File: config.mk
export PLATFORM = sky130hd
export DESIGN_NAME = gsl_top
export DESIGN_NICKNAME = d
export VERILOG_FILES = /design/src/rtl/gsl_pkg.sv /design/src/rtl/gsl_top.sv
export SDC_FILE = /design/constraint.sdc
export NUM_CORES = 1
export LEC_CHECK = 0
export CORE_MARGIN = 2
export CORE_UTILIZATION = 40
export CTS_BUF_LIST = sky130_fd_sc_hd__clkbuf_8
export CTS_CLUSTER_SIZE = 14
export DETAILED_ROUTE_END_ITERATION = 7
export DONT_BUFFER_PORTS = 1
export GPL_ROUTABILITY_DRIVEN = 0
export HOLD_SLACK_MARGIN = 0.02
export PLACE_DENSITY = 0.59
export RECOVER_POWER = 100
export SLEW_MARGIN = 20
export SYNTH_ARGS = -nofsm -noshare
export SYNTH_HDL_FRONTEND = slang
export SYNTH_SLANG_ARGS = --single-unit
File: constraint.sdc
create_clock -name ref_clk_i -period 4.6 [get_ports ref_clk_i]
set_input_delay 0.46 -clock ref_clk_i [delete_from_list [all_inputs] [get_ports ref_clk_i]]
set_output_delay 0.46 -clock ref_clk_i [all_outputs]
set_load 0.05 [all_outputs]
File: src/rtl/gsl_pkg.sv
// Package for the global support, performance monitor and loopback block.
// Assumes a single 100 MHz core clock and a plain register port.
`default_nettype none
package gsl_pkg;
   localparam int          REF_DIVIDE       = 8000;
   localparam int          HALF_DIVIDE      = REF_DIVIDE / 2;
   localparam int          PIN_COUNT        = 8;
   localparam int          CNT_W            = 24;
   localparam int          ADDR_W           = 4;
   localparam logic [3:0]  ADDR_GLOBAL_CTRL = 4'h0;
   localparam logic [3:0]  ADDR_PIN_CTRL    = 4'h1;
   localparam logic [3:0]  ADDR_PORT_CTRL   = 4'h2;
   localparam logic [3:0]  ADDR_STATUS      = 4'h3;
   localparam logic [3:0]  ADDR_HOLD        = 4'h4;
   localparam logic [3:0]  ADDR_PIN_IN      = 4'h5;
   // Global control field positions.
   localparam int          GC_UPD_SRC       = 0;
   localparam int          GC_OUT8K_EN      = 2;
   localparam int          GC_IN8K_SEL      = 3;
   localparam int          GC_ERR_SRC       = 4;
   localparam int          GC_ERR_BIT       = 5;
   localparam int          GC_UPD_BIT       = 6;
   localparam int          GC_IRQ_EN        = 7;
   // Port control field positions.
   localparam int          PC_LOOP_MODE     = 0;
   localparam int          PC_LOOP_TIMED    = 3;
   localparam int          PC_ALARM_A       = 4;
   localparam int          PC_ALARM_B       = 8;
   localparam int          PC_ERR_BIT       = 12;
   localparam int          PC_UPD_BIT       = 13;
   localparam int          PC_USE_GLOBAL    = 14;
   localparam int          PC_POWER_DOWN    = 15;
   localparam int          PC_PORT_RESET    = 16;
   localparam int          PC_XCVR_EN       = 17;
   localparam int          PC_BLOCK_ERR     = 18;
   localparam logic [31:0] GLOBAL_RESET     = 32'h0;
   localparam logic [31:0] PIN_RESET        = 32'h0;
   localparam logic [31:0] PORT_RESET       = 32'h0001_8000;
   localparam logic [1:0]  MODE_INPUT       = 2'h0;
   localparam logic [1:0]  MODE_ALARM       = 2'h1;
   localparam logic [1:0]  MODE_DRIVE0      = 2'h2;
   localparam logic [1:0]  MODE_DRIVE1      = 2'h3;
endpackage : gsl_pkg
`default_nettype wire

File: src/rtl/gsl_top.sv
// Global support: one-second reference, general-purpose pins, monitor
// update-clear, error insertion source and loopback decode.
// Assumes all inputs synchronous to ref_clk_i; ref_8k_i is the 8 kHz level.
//
// Summary of operation
// - Divide the 8 kHz reference by 8000 into a half-duty one-second signal.
// - One-second rising edge sets a latched flag; interrupt only when enabled.
// - Update source 1X makes every one-second rising edge an update-clear.
// - Eight pins, each input, output, global signal or alarm output.
// - Port down or in reset, mode 01 pins drive low.
// - Pin-sourced 8k, error and update inputs are low unless selected.
// - Pin 2 outputs 8k, pin 4 inputs 8k, pin 6 error, pin 8 update.
// - Mode field: 00 input, 01 alarm, 10 drive 0, 11 drive 1.
// - Alarm select codes choose single alarms or fixed combinations.
// - Counter holds over one second of events and saturates.
// - Nonzero status bit plus latched bit on zero to one.
// - Every counted event sets a latched event bit.
// - Update-clear copies count to holding register and clears counter.
// - Event during clear loads the counter with one.
// - Update from one-second, pin, port bit or global bit.
// - Update status follows hardware request high and low.
// - Port not on global update is masked from global status.
// - Error source: own bits when select 1, else global, port or pin 6.
// - Loopback mode decodes to analog, line, payload, diagnostic sets.
// - Loop-timed mode suppresses analog loopback.
// - Analog loop returns line outputs, or digital clock and data.
`default_nettype none
module gsl_top
   import gsl_pkg::*;
(
   input  wire logic                      ref_clk_i,
   input  wire logic                      reset_n_i,
   input  wire logic [gsl_pkg::ADDR_W-1:0] addr_i,
   input  wire logic [31:0]               wdata_i,
   input  wire logic                      wr_i,
   input  wire logic                      rd_i,
   output logic      [31:0]               rdata_o,
   input  wire logic                      ref_8k_i,
   input  wire logic [7:0]                pin_i,
   output logic      [7:0]                pin_o,
   output logic      [7:0]                pin_oe_n_o,
   input  wire logic [5:0]                alarm_i,
   input  wire logic                      count_event_i,
   input  wire logic                      block_err_bit_i,
   output logic                           global_ref_8k_o,
   output logic                           irq_o,
   output logic                           error_insert_o,
   output logic                           update_clear_o,
   output logic                           analog_loop_o,
   output logic                           line_loop_o,
   output logic                           payload_loop_o,
   output logic                           diagnostic_loop_o,
   input  wire logic                      line_tx_positive_i,
   input  wire logic                      line_tx_negative_i,
   input  wire logic                      tx_line_clock_i,
   input  wire logic                      tx_line_pos_data_i,
   input  wire logic                      tx_line_neg_data_i,
   input  wire logic                      line_rx_positive_i,
   input  wire logic                      line_rx_negative_i,
   input  wire logic                      rx_line_clock_in_i,
   input  wire logic                      rx_line_pos_data_i,
   input  wire logic                      rx_line_neg_data_i,
   output logic                           rx_sel_pos_o,
   output logic                           rx_sel_neg_o,
   output logic                           rx_sel_clock_o
);
   import gsl_pkg::*;

   typedef enum logic [2:0] {
      UPD_IDLE = 3'b001,
      UPD_BUSY = 3'b010,
      UPD_DONE = 3'b100
   } gsl_upd_t;

   typedef struct packed {
      logic [31:0]      gctrl;
      logic [31:0]      pctrl;
      logic [15:0]      pin_mode;
      logic [12:0]      div_cnt;
      logic             sec;
      logic             sec_prev;
      logic             ref_prev;
      logic             sec_flag;
      logic [CNT_W-1:0] count;
      logic [CNT_W-1:0] hold;
      logic             nonzero_flag;
      logic             event_flag;
      logic             upd_status;
      logic             req_prev;
      gsl_upd_t         upd;
      logic [31:0]      rdata;
      logic [7:0]       pin_out;
      logic [7:0]       pin_oe_n;
      logic             irq;
      logic             err_ins;
      logic             upd_clear;
      logic [3:0]       loops;
      logic [2:0]       rx_sel;
   } gsl_state_t;

   gsl_state_t s_q;
   gsl_state_t s_d;

   logic       ref_sel;
   logic       ref_rise;
   logic       sec_rise;
   logic       hw_req;
   logic       sw_req;
   logic       req;
   logic       clear_now;
   logic [2:0] lbm;
   logic       port_idle;
   logic [5:0] alarm_mask_a;
   logic [5:0] alarm_mask_b;

   function automatic logic [5:0] gsl_alarm_mask(input logic [3:0] code);
      logic [5:0] m;
      m = 6'h00;
      unique case (code)
         4'h0:    m = 6'h01;
         4'h1:    m = 6'h02;
         4'h2:    m = 6'h04;
         4'h3:    m = 6'h08;
         4'h4:    m = 6'h10;
         4'h5:    m = 6'h20;
         4'hb:    m = 6'h0d;
         4'hd:    m = 6'h0d;
         4'he:    m = 6'h30;
         4'hf:    m = 6'h3f;
         default: m = 6'h00;
      endcase
      return m;
   endfunction : gsl_alarm_mask

   always_comb begin
      // Pin 4 carries the 8k reference only when selected; otherwise the
      // core sees the internal source.
      ref_sel   = s_q.gctrl[GC_IN8K_SEL] ? pin_i[3] : ref_8k_i;
      ref_rise  = ref_sel & ~s_q.ref_prev;
      sec_rise  = s_q.sec & ~s_q.sec_prev;
      // The one-second level is the request, so status can follow it high and low.
      hw_req    = s_q.gctrl[GC_UPD_SRC+1] ? s_q.sec
                : (s_q.gctrl[GC_UPD_SRC] & pin_i[7]);
      sw_req    = s_q.pctrl[PC_USE_GLOBAL] ? s_q.gctrl[GC_UPD_BIT]
                : s_q.pctrl[PC_UPD_BIT];
      req       = s_q.gctrl[GC_UPD_SRC+1] | s_q.gctrl[GC_UPD_SRC] ? hw_req : sw_req;
      clear_now = req & ~s_q.req_prev;
      lbm       = s_q.pctrl[PC_LOOP_MODE +: 3];
      port_idle = s_q.pctrl[PC_POWER_DOWN] | s_q.pctrl[PC_PORT_RESET];
      alarm_mask_a = gsl_alarm_mask(s_q.pctrl[PC_ALARM_A +: 4]);
      alarm_mask_b = gsl_alarm_mask(s_q.pctrl[PC_ALARM_B +: 4]);
   end

   always_comb begin
      s_d           = s_q;
      s_d.ref_prev  = ref_sel;
      s_d.sec_prev  = s_q.sec;
      s_d.req_prev  = req;
      s_d.rdata     = 32'h0;
      s_d.upd_clear = clear_now;

      if (ref_rise) begin
         if (s_q.div_cnt == 13'(HALF_DIVIDE - 1)) begin
            s_d.div_cnt = 13'h0;
            s_d.sec     = ~s_q.sec;
         end else begin
            s_d.div_cnt = s_q.div_cnt + 13'h1;
         end
      end
      if (sec_rise) begin
         s_d.sec_flag = 1'b1;
      end

      if (count_event_i) begin
         s_d.event_flag = 1'b1;
         if (s_q.count == '0) begin
            s_d.nonzero_flag = 1'b1;
         end
      end
      if (clear_now) begin
         s_d.hold  = s_q.count;
         s_d.count = count_event_i ? CNT_W'(1) : '0;
      end else if (count_event_i && s_q.count != '1) begin
         s_d.count = s_q.count + CNT_W'(1);
      end

      // Status rises after the request and falls after it drops.
      unique case (s_q.upd)
         UPD_IDLE: if (req) s_d.upd = UPD_BUSY;
         UPD_BUSY: s_d.upd = UPD_DONE;
         UPD_DONE: if (!req) s_d.upd = UPD_IDLE;
         default:  s_d.upd = UPD_IDLE;
      endcase
      s_d.upd_status = (s_q.upd == UPD_DONE) & req;

      if (wr_i) begin
         unique case (addr_i)
            ADDR_GLOBAL_CTRL: s_d.gctrl    = wdata_i;
            ADDR_PIN_CTRL:    s_d.pin_mode = wdata_i[15:0];
            ADDR_PORT_CTRL:   s_d.pctrl    = wdata_i;
            ADDR_STATUS: begin
               // Write one to clear; a new event in the same cycle wins.
               if (wdata_i[0] && !sec_rise) s_d.sec_flag = 1'b0;
               if (wdata_i[1] && !count_event_i) s_d.event_flag = 1'b0;
               if (wdata_i[2] && !(count_event_i && s_q.count == '0)) begin
                  s_d.nonzero_flag = 1'b0;
               end
            end
            default: ;
         endcase
      end
      if (rd_i) begin
         unique case (addr_i)
            ADDR_GLOBAL_CTRL: s_d.rdata = s_q.gctrl;
            ADDR_PIN_CTRL:    s_d.rdata = {16'h0, s_q.pin_mode};
            ADDR_PORT_CTRL:   s_d.rdata = s_q.pctrl;
            ADDR_STATUS:      s_d.rdata = {26'h0, s_q.count != '0,
                                 s_q.upd_status & s_q.pctrl[PC_USE_GLOBAL],
                                 s_q.upd_status, s_q.nonzero_flag,
                                 s_q.event_flag, s_q.sec_flag};
            ADDR_HOLD:        s_d.rdata = {8'h0, s_q.hold};
            ADDR_PIN_IN:      s_d.rdata = {24'h0, pin_i};
            default:          s_d.rdata = 32'h0;
         endcase
      end

      s_d.irq = s_q.sec_flag & s_q.gctrl[GC_IRQ_EN];

      for (int i = 0; i < PIN_COUNT; i++) begin
         logic [1:0] m;
         m = s_q.pin_mode[2*i +: 2];
         s_d.pin_oe_n[i] = 1'b1;
         s_d.pin_out[i]  = 1'b0;
         unique case (m)
            MODE_INPUT:  s_d.pin_oe_n[i] = 1'b1;
            MODE_ALARM: begin
               s_d.pin_oe_n[i] = 1'b0;
               s_d.pin_out[i]  = port_idle ? 1'b0
                  : |(alarm_i & (i[0] ? alarm_mask_b : alarm_mask_a));
            end
            MODE_DRIVE0: s_d.pin_oe_n[i] = 1'b0;
            MODE_DRIVE1: begin
               s_d.pin_oe_n[i] = 1'b0;
               s_d.pin_out[i]  = 1'b1;
            end
         endcase
      end
      if (s_q.gctrl[GC_OUT8K_EN]) begin
         s_d.pin_oe_n[1] = 1'b0;
         s_d.pin_out[1]  = ref_sel;
      end
      if (s_q.gctrl[GC_IN8K_SEL]) s_d.pin_oe_n[3] = 1'b1;
      if (s_q.gctrl[GC_ERR_SRC]) s_d.pin_oe_n[5] = 1'b1;
      if (s_q.gctrl[GC_UPD_SRC +: 2] == 2'h1) s_d.pin_oe_n[7] = 1'b1;

      s_d.err_ins = s_q.pctrl[PC_BLOCK_ERR] ? block_err_bit_i
         : (s_q.gctrl[GC_ERR_BIT] | s_q.pctrl[PC_ERR_BIT]
            | (s_q.gctrl[GC_ERR_SRC] & pin_i[5]));

      unique case (lbm)
         3'b000:  s_d.loops = 4'b0000;
         3'b001:  s_d.loops = {~s_q.pctrl[PC_LOOP_TIMED], 3'b000};
         3'b010:  s_d.loops = 4'b0100;
         3'b011:  s_d.loops = 4'b0010;
         3'b110:  s_d.loops = 4'b0101;
         default: s_d.loops = 4'b0001;
      endcase
      if (s_d.loops[3]) begin
         s_d.rx_sel = s_q.pctrl[PC_XCVR_EN]
            ? {1'b0, line_tx_positive_i, line_tx_negative_i}
            : {tx_line_clock_i, tx_line_pos_data_i, tx_line_neg_data_i};
      end else begin
         s_d.rx_sel = s_q.pctrl[PC_XCVR_EN]
            ? {1'b0, line_rx_positive_i, line_rx_negative_i}
            : {rx_line_clock_in_i, rx_line_pos_data_i, rx_line_neg_data_i};
      end
   end

   always_ff @(posedge ref_clk_i) begin
      if (!reset_n_i) begin
         s_q          <= '0;
         s_q.gctrl    <= GLOBAL_RESET;
         s_q.pctrl    <= PORT_RESET;
         s_q.pin_mode <= PIN_RESET[15:0];
         s_q.pin_oe_n <= 8'hff;
         s_q.upd      <= UPD_IDLE;
      end else begin
         s_q <= s_d;
      end
   end

   assign rdata_o           = s_q.rdata;
   assign pin_o             = s_q.pin_out;
   assign pin_oe_n_o        = s_q.pin_oe_n;
   assign global_ref_8k_o   = s_q.ref_prev;
   assign irq_o             = s_q.irq;
   assign error_insert_o    = s_q.err_ins;
   assign update_clear_o    = s_q.upd_clear;
   assign analog_loop_o     = s_q.loops[3];
   assign line_loop_o       = s_q.loops[2];
   assign payload_loop_o    = s_q.loops[1];
   assign diagnostic_loop_o = s_q.loops[0];
   assign rx_sel_clock_o    = s_q.rx_sel[2];
   assign rx_sel_pos_o      = s_q.rx_sel[1];
   assign rx_sel_neg_o      = s_q.rx_sel[0];
endmodule : gsl_top
`default_nettype wire

==> flow_summary.toml, run 1 <==
[floorplan]
start_util_pct = 40.6
pin_count = 126
die_w_um = 156
coreArea_um2 = 22600
rows = 55
die_h_um = 156
die-area_um2 = 24200

[power]
switchingPower_mw = 0.920
ir_drop_uv = 198
power_frac_clock_pct = 49.6
seqPwrFrac_pct = 47.7
power_density_nw_per_um2 = 423
power.share.combinational_pct = 2.7
p_leak_nw = 3.39
p_int_mw = 3.22
switching_share_pct = 22.2

[sta]
finalCriticalPeriod_ns = 3.30
maxSlewViolCount = 171
grt_setup_unrepaired = "false"
tns_ns = 0
worst_pin_slew_ns = 2.14
hold_viol_final = 0
postLayoutSetupSlackWorst_ns = 1.30
relSlewSlack_pct = -42.5
max_freq_ghz = 0.303
whs_ns = 0.0503
finalSetupViolCount = 0
fin_crit_sh_pct = 71.8
skew_ns = 0.0279

[yosys]
synth_edf_count = 0
ys_ff_latch = 222
ys_async_sr_fraction_pct = 0
yosys.area.top_type = "dfxtp_1"
synth_flop_cell = "dfxtp_1"
synth.top_cell.area_share_pct = 48.3
syn_area_per_cell_um2 = 8.89
synthesis.instances = 1035
syn-num-nets = 1105
ys_warn_count = 0
synth_area_leaders = "dfxtp_1, nand2_1, a21oi_1"
yosysUniqueCellTypes = 70
ys_seq_area_share_pct = 48.3
netlist_area_um2 = 9200

[route]
vias_per_cell = 5.63
routed_wirelength_um = 25100
ant_nets = 0
firstDrtPassIters = 5
drc = 0
drt_iter0_drc = 540
routedWlPerCell_um = 19.5
vias = 7244

[hold_path]
hp-class = "in -> reg"
hold_depth = 2

[clock_network]
cts_tree = "yes"
cts_buffers = 38
path_clk_slew_ns = 0.06
numClockSinks = 222
htreeDepth = 2
ctsResizeCount = 0
cts_max_path_buffers = 3
worstSkewPairLatency_ns = 0.54
ctsRootBufferMaster = "clkbuf_8"

[grt]
antenna_found_initial = 0
grt_pass1_wl_um = 39300
grt_overflow_total = 0
grt_max_degree = 50
grt_pass1_vias = 6973
track_usage_pct = 20.5

[final_layout]
stdcell_area_um2 = 9790
layout-drive-gt1-share_pct = 8.68
fin_nets = 1042
antenna_cells = 0
areaGrowthSynthToFinish_pct = 6.39

[flow_run]
drv_cap = 5

[placement]
postPlaceCellArea_um2 = 8960
post-place-ws_ns = 2.18
port_buffers = 0
place_hpwl_um = 16800

[worst_setup_path]
startpoint_type = "input pin"
required_ns = 5.07
cp-end-kind = "flop"
path_class = "in -> reg"
worstPathArrival_ns = 3.77
rr_worst_depth = 5
crit_fanout = 40

[run_status]
violations = "max-capacitance violations, max-slew violations"
outcome = "finished, violations left"
synth_stat cells (3+ instances only):
master / number
dfxtp_1: 222
nand2_1: 192
a21oi_1: 116
nor2_1: 54
buf_4: 49
a22oi_1: 48
clkbuf_1: 37
nand3_1: 25
a22o_1: 24
o21ai_0: 24
buf_2: 23
nand4_1: 16
nor3_1: 15
xor2_1: 14
nor3b_1: 12
and2_1: 11
xnor2_1: 10
a31oi_1: 8
inv_1: 8
or3_1: 8
nor4_1: 7
o211a_1: 7
mux2i_1: 6
o31ai_1: 6
and3_1: 5
nor2b_1: 5
a222oi_1: 4
and4_1: 4
buf_6: 4
nor4b_1: 4
o22ai_1: 4
ha_1: 3
mux2_2: 3
nor4b_4: 3
or4_1: 3
metal layers:
layer	track usage, %	up-vias	routed length (um)
li1	-	3499	-
met1	27.8	3446	11400
met2	32.4	251	11400
met3	4.69	48	1680
met4	6.86	0	642
met5	0	-	0
area by class of cell:
cell class,count,area [um^2]
tap,285,357
clock buffer,52,716
fill,2211,12900
multi-input combinational,689,3960
inverter,10,37.5
sequential,222,4440
timing repair buffer,11,81.3
clock inverter,18,193
power groups by stage:
stage / Sequential [mW] / Combinational (mW) / Clock, mW
finish: 1.97 / 0.110 / 2.05
global placement: 2.02 / 0.108 / 0
global route: 1.98 / 0.122 / 2.19
floorplan: 2.00 / 0.108 / 0
CTS: 1.97 / 0.111 / 2.09
detailed placement: 2.02 / 0.108 / 0
cell families after synthesis:
logic type | Yosys count | share of synthesized area (%)
simple gates | 388 | 21.0
compound gates | 263 | 18.8
flops | 222 | 48.3
buf+inv | 124 | 7.70
xor+xnor | 24 | 2.28
mux | 11 | 1.51
fa+ha+maj | 3 | 0.408
repair_timing:
| item | in CTS | in global routing |
|---|---|---|
| setup buffers | 0 | 0 |
| endpoints found under the hold margin | 6 | 0 |
| hold buffers | 1 | 0 |
state kept, by name, indices dropped and copies added (netlist names):
signal,count
irq_o,1
global_ref_8k_o,1
payload_loop_o,1
s_d,1
diagnostic_loop_o,1
alarm_mask_a,6
s_q,147
update_clear_o,1
pin_oe_n_o,8
rx_sel_pos_o,1
alarm_mask_b,6
line_loop_o,1
rx_sel_clock_o,1
lbm,3
analog_loop_o,1
rx_sel_neg_o,1
error_insert_o,1
rdata_o,32
pin_o,8
critical path, cell delays in order:
cell,delay [ns]
nor4b_1,0.38
clkbuf_1,1.58
a21oi_1,0.24
a31oi_1,0.48
clkinv_1,0.21
or2_1,0.27
a21boi_0,0.15
through the flow:
stage                     cells  power, mW  utilization, %
after floorplan            1035       2.11               -
final                      1287       4.14            43.2
after global routing       1287       4.28            43.2
after CTS                  1286       4.18            43.7
after detailed placement   1215       2.12            39.6
after global placement     1215       2.12            39.6
path summary, 6_finish.rpt:
check	start	endpoint	slack (ns)
setup / recovery	addr_i[3]	alarm_mask_a[1]	1.30
hold / removal	wdata_i[16]	s_q[162]	0.05
setup reg to reg	s_q[160]	s_q[68]	1.72
hold reg to reg	s_q[175]	s_q[175]	0.45
layout by cell type, fill, tap and decap left out, types with 7 or more instances in the layout:
cell type and count:
or3_1 8, o211a_1 7, a21oi_1 117, nor2_1 54, nor3b_1 12, clkbuf_8 52
and2_0 7, nor4_1 9, dfxtp_1 222, inv_1 13, a22o_1 24, nand4_1 17
xor2_1 14, o31ai_1 7, nand3_1 25, o21ai_0 24, a22oi_1 48, nor3_1 15
nand2_1 192, a31oi_1 10, xnor2_1 10
(Power assumes the default switching activity.)
==> run 2: changes to the inputs <==
--- a/config.mk
+++ b/config.mk
@@ -13,7 +13,7 @@
 export DONT_BUFFER_PORTS = 1
 export GPL_ROUTABILITY_DRIVEN = 0
 export HOLD_SLACK_MARGIN = 0.02
-export PLACE_DENSITY = 0.59
+export PLACE_DENSITY = 0.61
 export RECOVER_POWER = 100
 export SLEW_MARGIN = 20
 export SYNTH_ARGS = -nofsm -noshare
==> constraint.sdc (replaced) <==
create_clock -name ref_clk_i -period 2.7 [get_ports ref_clk_i]
set_input_delay 0.27 -clock ref_clk_i [delete_from_list [all_inputs] [get_ports ref_clk_i]]
set_output_delay 0.27 -clock ref_clk_i [all_outputs]
set_load 0.05 [all_outputs]
==> run 2 against run 1 <==
The run still ends with max-capacitance violations, max-slew violations left. Global-route usage increased by 0.56 points. Clock power increased by 52%. Critical path depth decreased by 3. Non-clock buffer count increased by 49. Hold slack got worse by 0.013 ns. Final area increased by 3.9%. Via count increased by 3.9%. Flip-flop and latch count unchanged. Cell count increased by 3.6%. First-iteration DRC count increased by 24%. Sequential power increased by 71%. Critical endpoint is now rdata_o[16]. Largest power group is now registers.
==> flow_summary.toml, run 2 (synthesis gave the netlist of run 1 again) <==
[route]
firstDrtPassIters = 5
drt_iter0_drc = 669
vias_per_cell = 5.65
routed_wirelength_um = 26000
vias = 7525
drc = 0
ant_nets = 0
routedWlPerCell_um = 19.5

[run_status]
violations = "max-capacitance violations, max-slew violations"
outcome = "finished, violations left"

[worst_setup_path]
startpoint_type = "input pin"
endpoint = "rdata_o[16]"
cp-end-kind = "flop"
r2r_end = "s_q[100]"
worstPathArrival_ns = 2.74
required_ns = 3.13
crit_path_start = "addr_i[3]"
r2r-start = "s_q[89]"
rr_worst_depth = 6
crit_fanout = 30
regToRegSetupSlack_ns = 0.57
path_class = "in -> reg"

[final_layout]
largest_reg_flops = 147
stdcell_count = 1333
final_cell_mix = "dfxtp_1, nand2_1, a21oi_1"
fin_nets = 1092
regArea_um2 = 4440
stdcell_area_um2 = 10200
layout-drive-gt1-share_pct = 8.21
layout_commonest_cell = "dfxtp_1"
nFillCells = 2165
largest-register = "s_q"
post-route-util_pct = 44.9
areaGrowthSynthToFinish_pct = 10.5
multi_input_area_um2 = 3980

[clock_network]
cts_setup_buffers = 0
hold_buffers = 41
cts_tree = "yes"
numClockSinks = 222
ctsResizeCount = 0
cts_max_path_buffers = 3
htreeDepth = 2
worstSkewPairLatency_ns = 0.54
path_clk_slew_ns = 0.06
cts_buffers = 39
ctsRootBufferMaster = "clkbuf_8"

[placement]
placedCellCount = 1225
postPlaceCellArea_um2 = 9080
post-place-ws_ns = 0.601
place_hpwl_um = 17100
port_buffers = 0

[power]
ir_drop_uv = 269
total_power_mw = 6.75
power_density_nw_per_um2 = 664
p_leak_nw = 3.59

[grt]
antenna_found_initial = 2
grt_overflow_total = 0
grt_pass1_vias = 7174
grt_max_degree = 51
track_usage_pct = 21.1
grt_pass1_wl_um = 40500

[sta]
skew_ns = 0.0293
hold_viol_final = 0
fin_crit_sh_pct = 85.4
maxSlewViolCount = 31
relSlewSlack_pct = -19.7
grt_setup_unrepaired = "false"
finalSetupViolCount = 0
max_freq_ghz = 0.434
finalCriticalPeriod_ns = 2.31
postLayoutSetupSlackWorst_ns = 0.393
tns_ns = 0
worst_pin_slew_ns = 1.80
whs_ns = 0.0373

[floorplan]
coreArea_um2 = 22600
die_w_um = 156
rows = 55
pin_count = 126
die_h_um = 156
start_util_pct = 40.6
die-area_um2 = 24200

[hold_path]
hp-class = "in -> reg"

[flow_run]
drv_cap = 1
[run 2: layout make-up]
cell class,instances,area share [%]
Clock buffer,51,6.90
Clock inverter,15,0.837
Antenna cell,1,0.0246
Timing Repair Buffer,60,5.54
Inverter,10,0.369
Tap cell,285,3.51
Sequential cell,222,43.7
Multi-Input combinational cell,689,39.1
[run 2: worst min-delay path by stage]
stage | from | endpoint | slack (ns) | cells after the start
floorplan | wdata_i[15] | s_q[161] | 0.39 | 2
global placement | reset_n_i | s_q[162] | 0.35 | 1
detailed placement | reset_n_i | s_q[161] | 0.36 | 1
CTS | count_event_i | s_q[104] | 0.03 | 3
global route | pin_i[7] | s_q[61] | 0.05 | 2
finish | count_event_i | s_q[104] | 0.04 | 3
[run 2: critical path, cell delays in order]
cell and delay [ns]:
nor4_1 0.40, clkbuf_1 1.34, a22oi_1 0.38, a21oi_1 0.34
[run 2: layer usage]
layer,GRT usage (%),share of wire (%),up-vias
met5,0,0.050,-
met4,7.69,3.1,2
met3,5.19,8.0,53
met2,33.3,45,304
met1,28.0,44,3557
li1,-,-,3609
[run 2: power by group]
part / leakage [nW] / internal (mW) / switching, mW
logic: 1.34 / 0.105 / 0.169
clock network: 0.453 / 1.77 / 1.34
registers: 1.79 / 3.31 / 0.0533
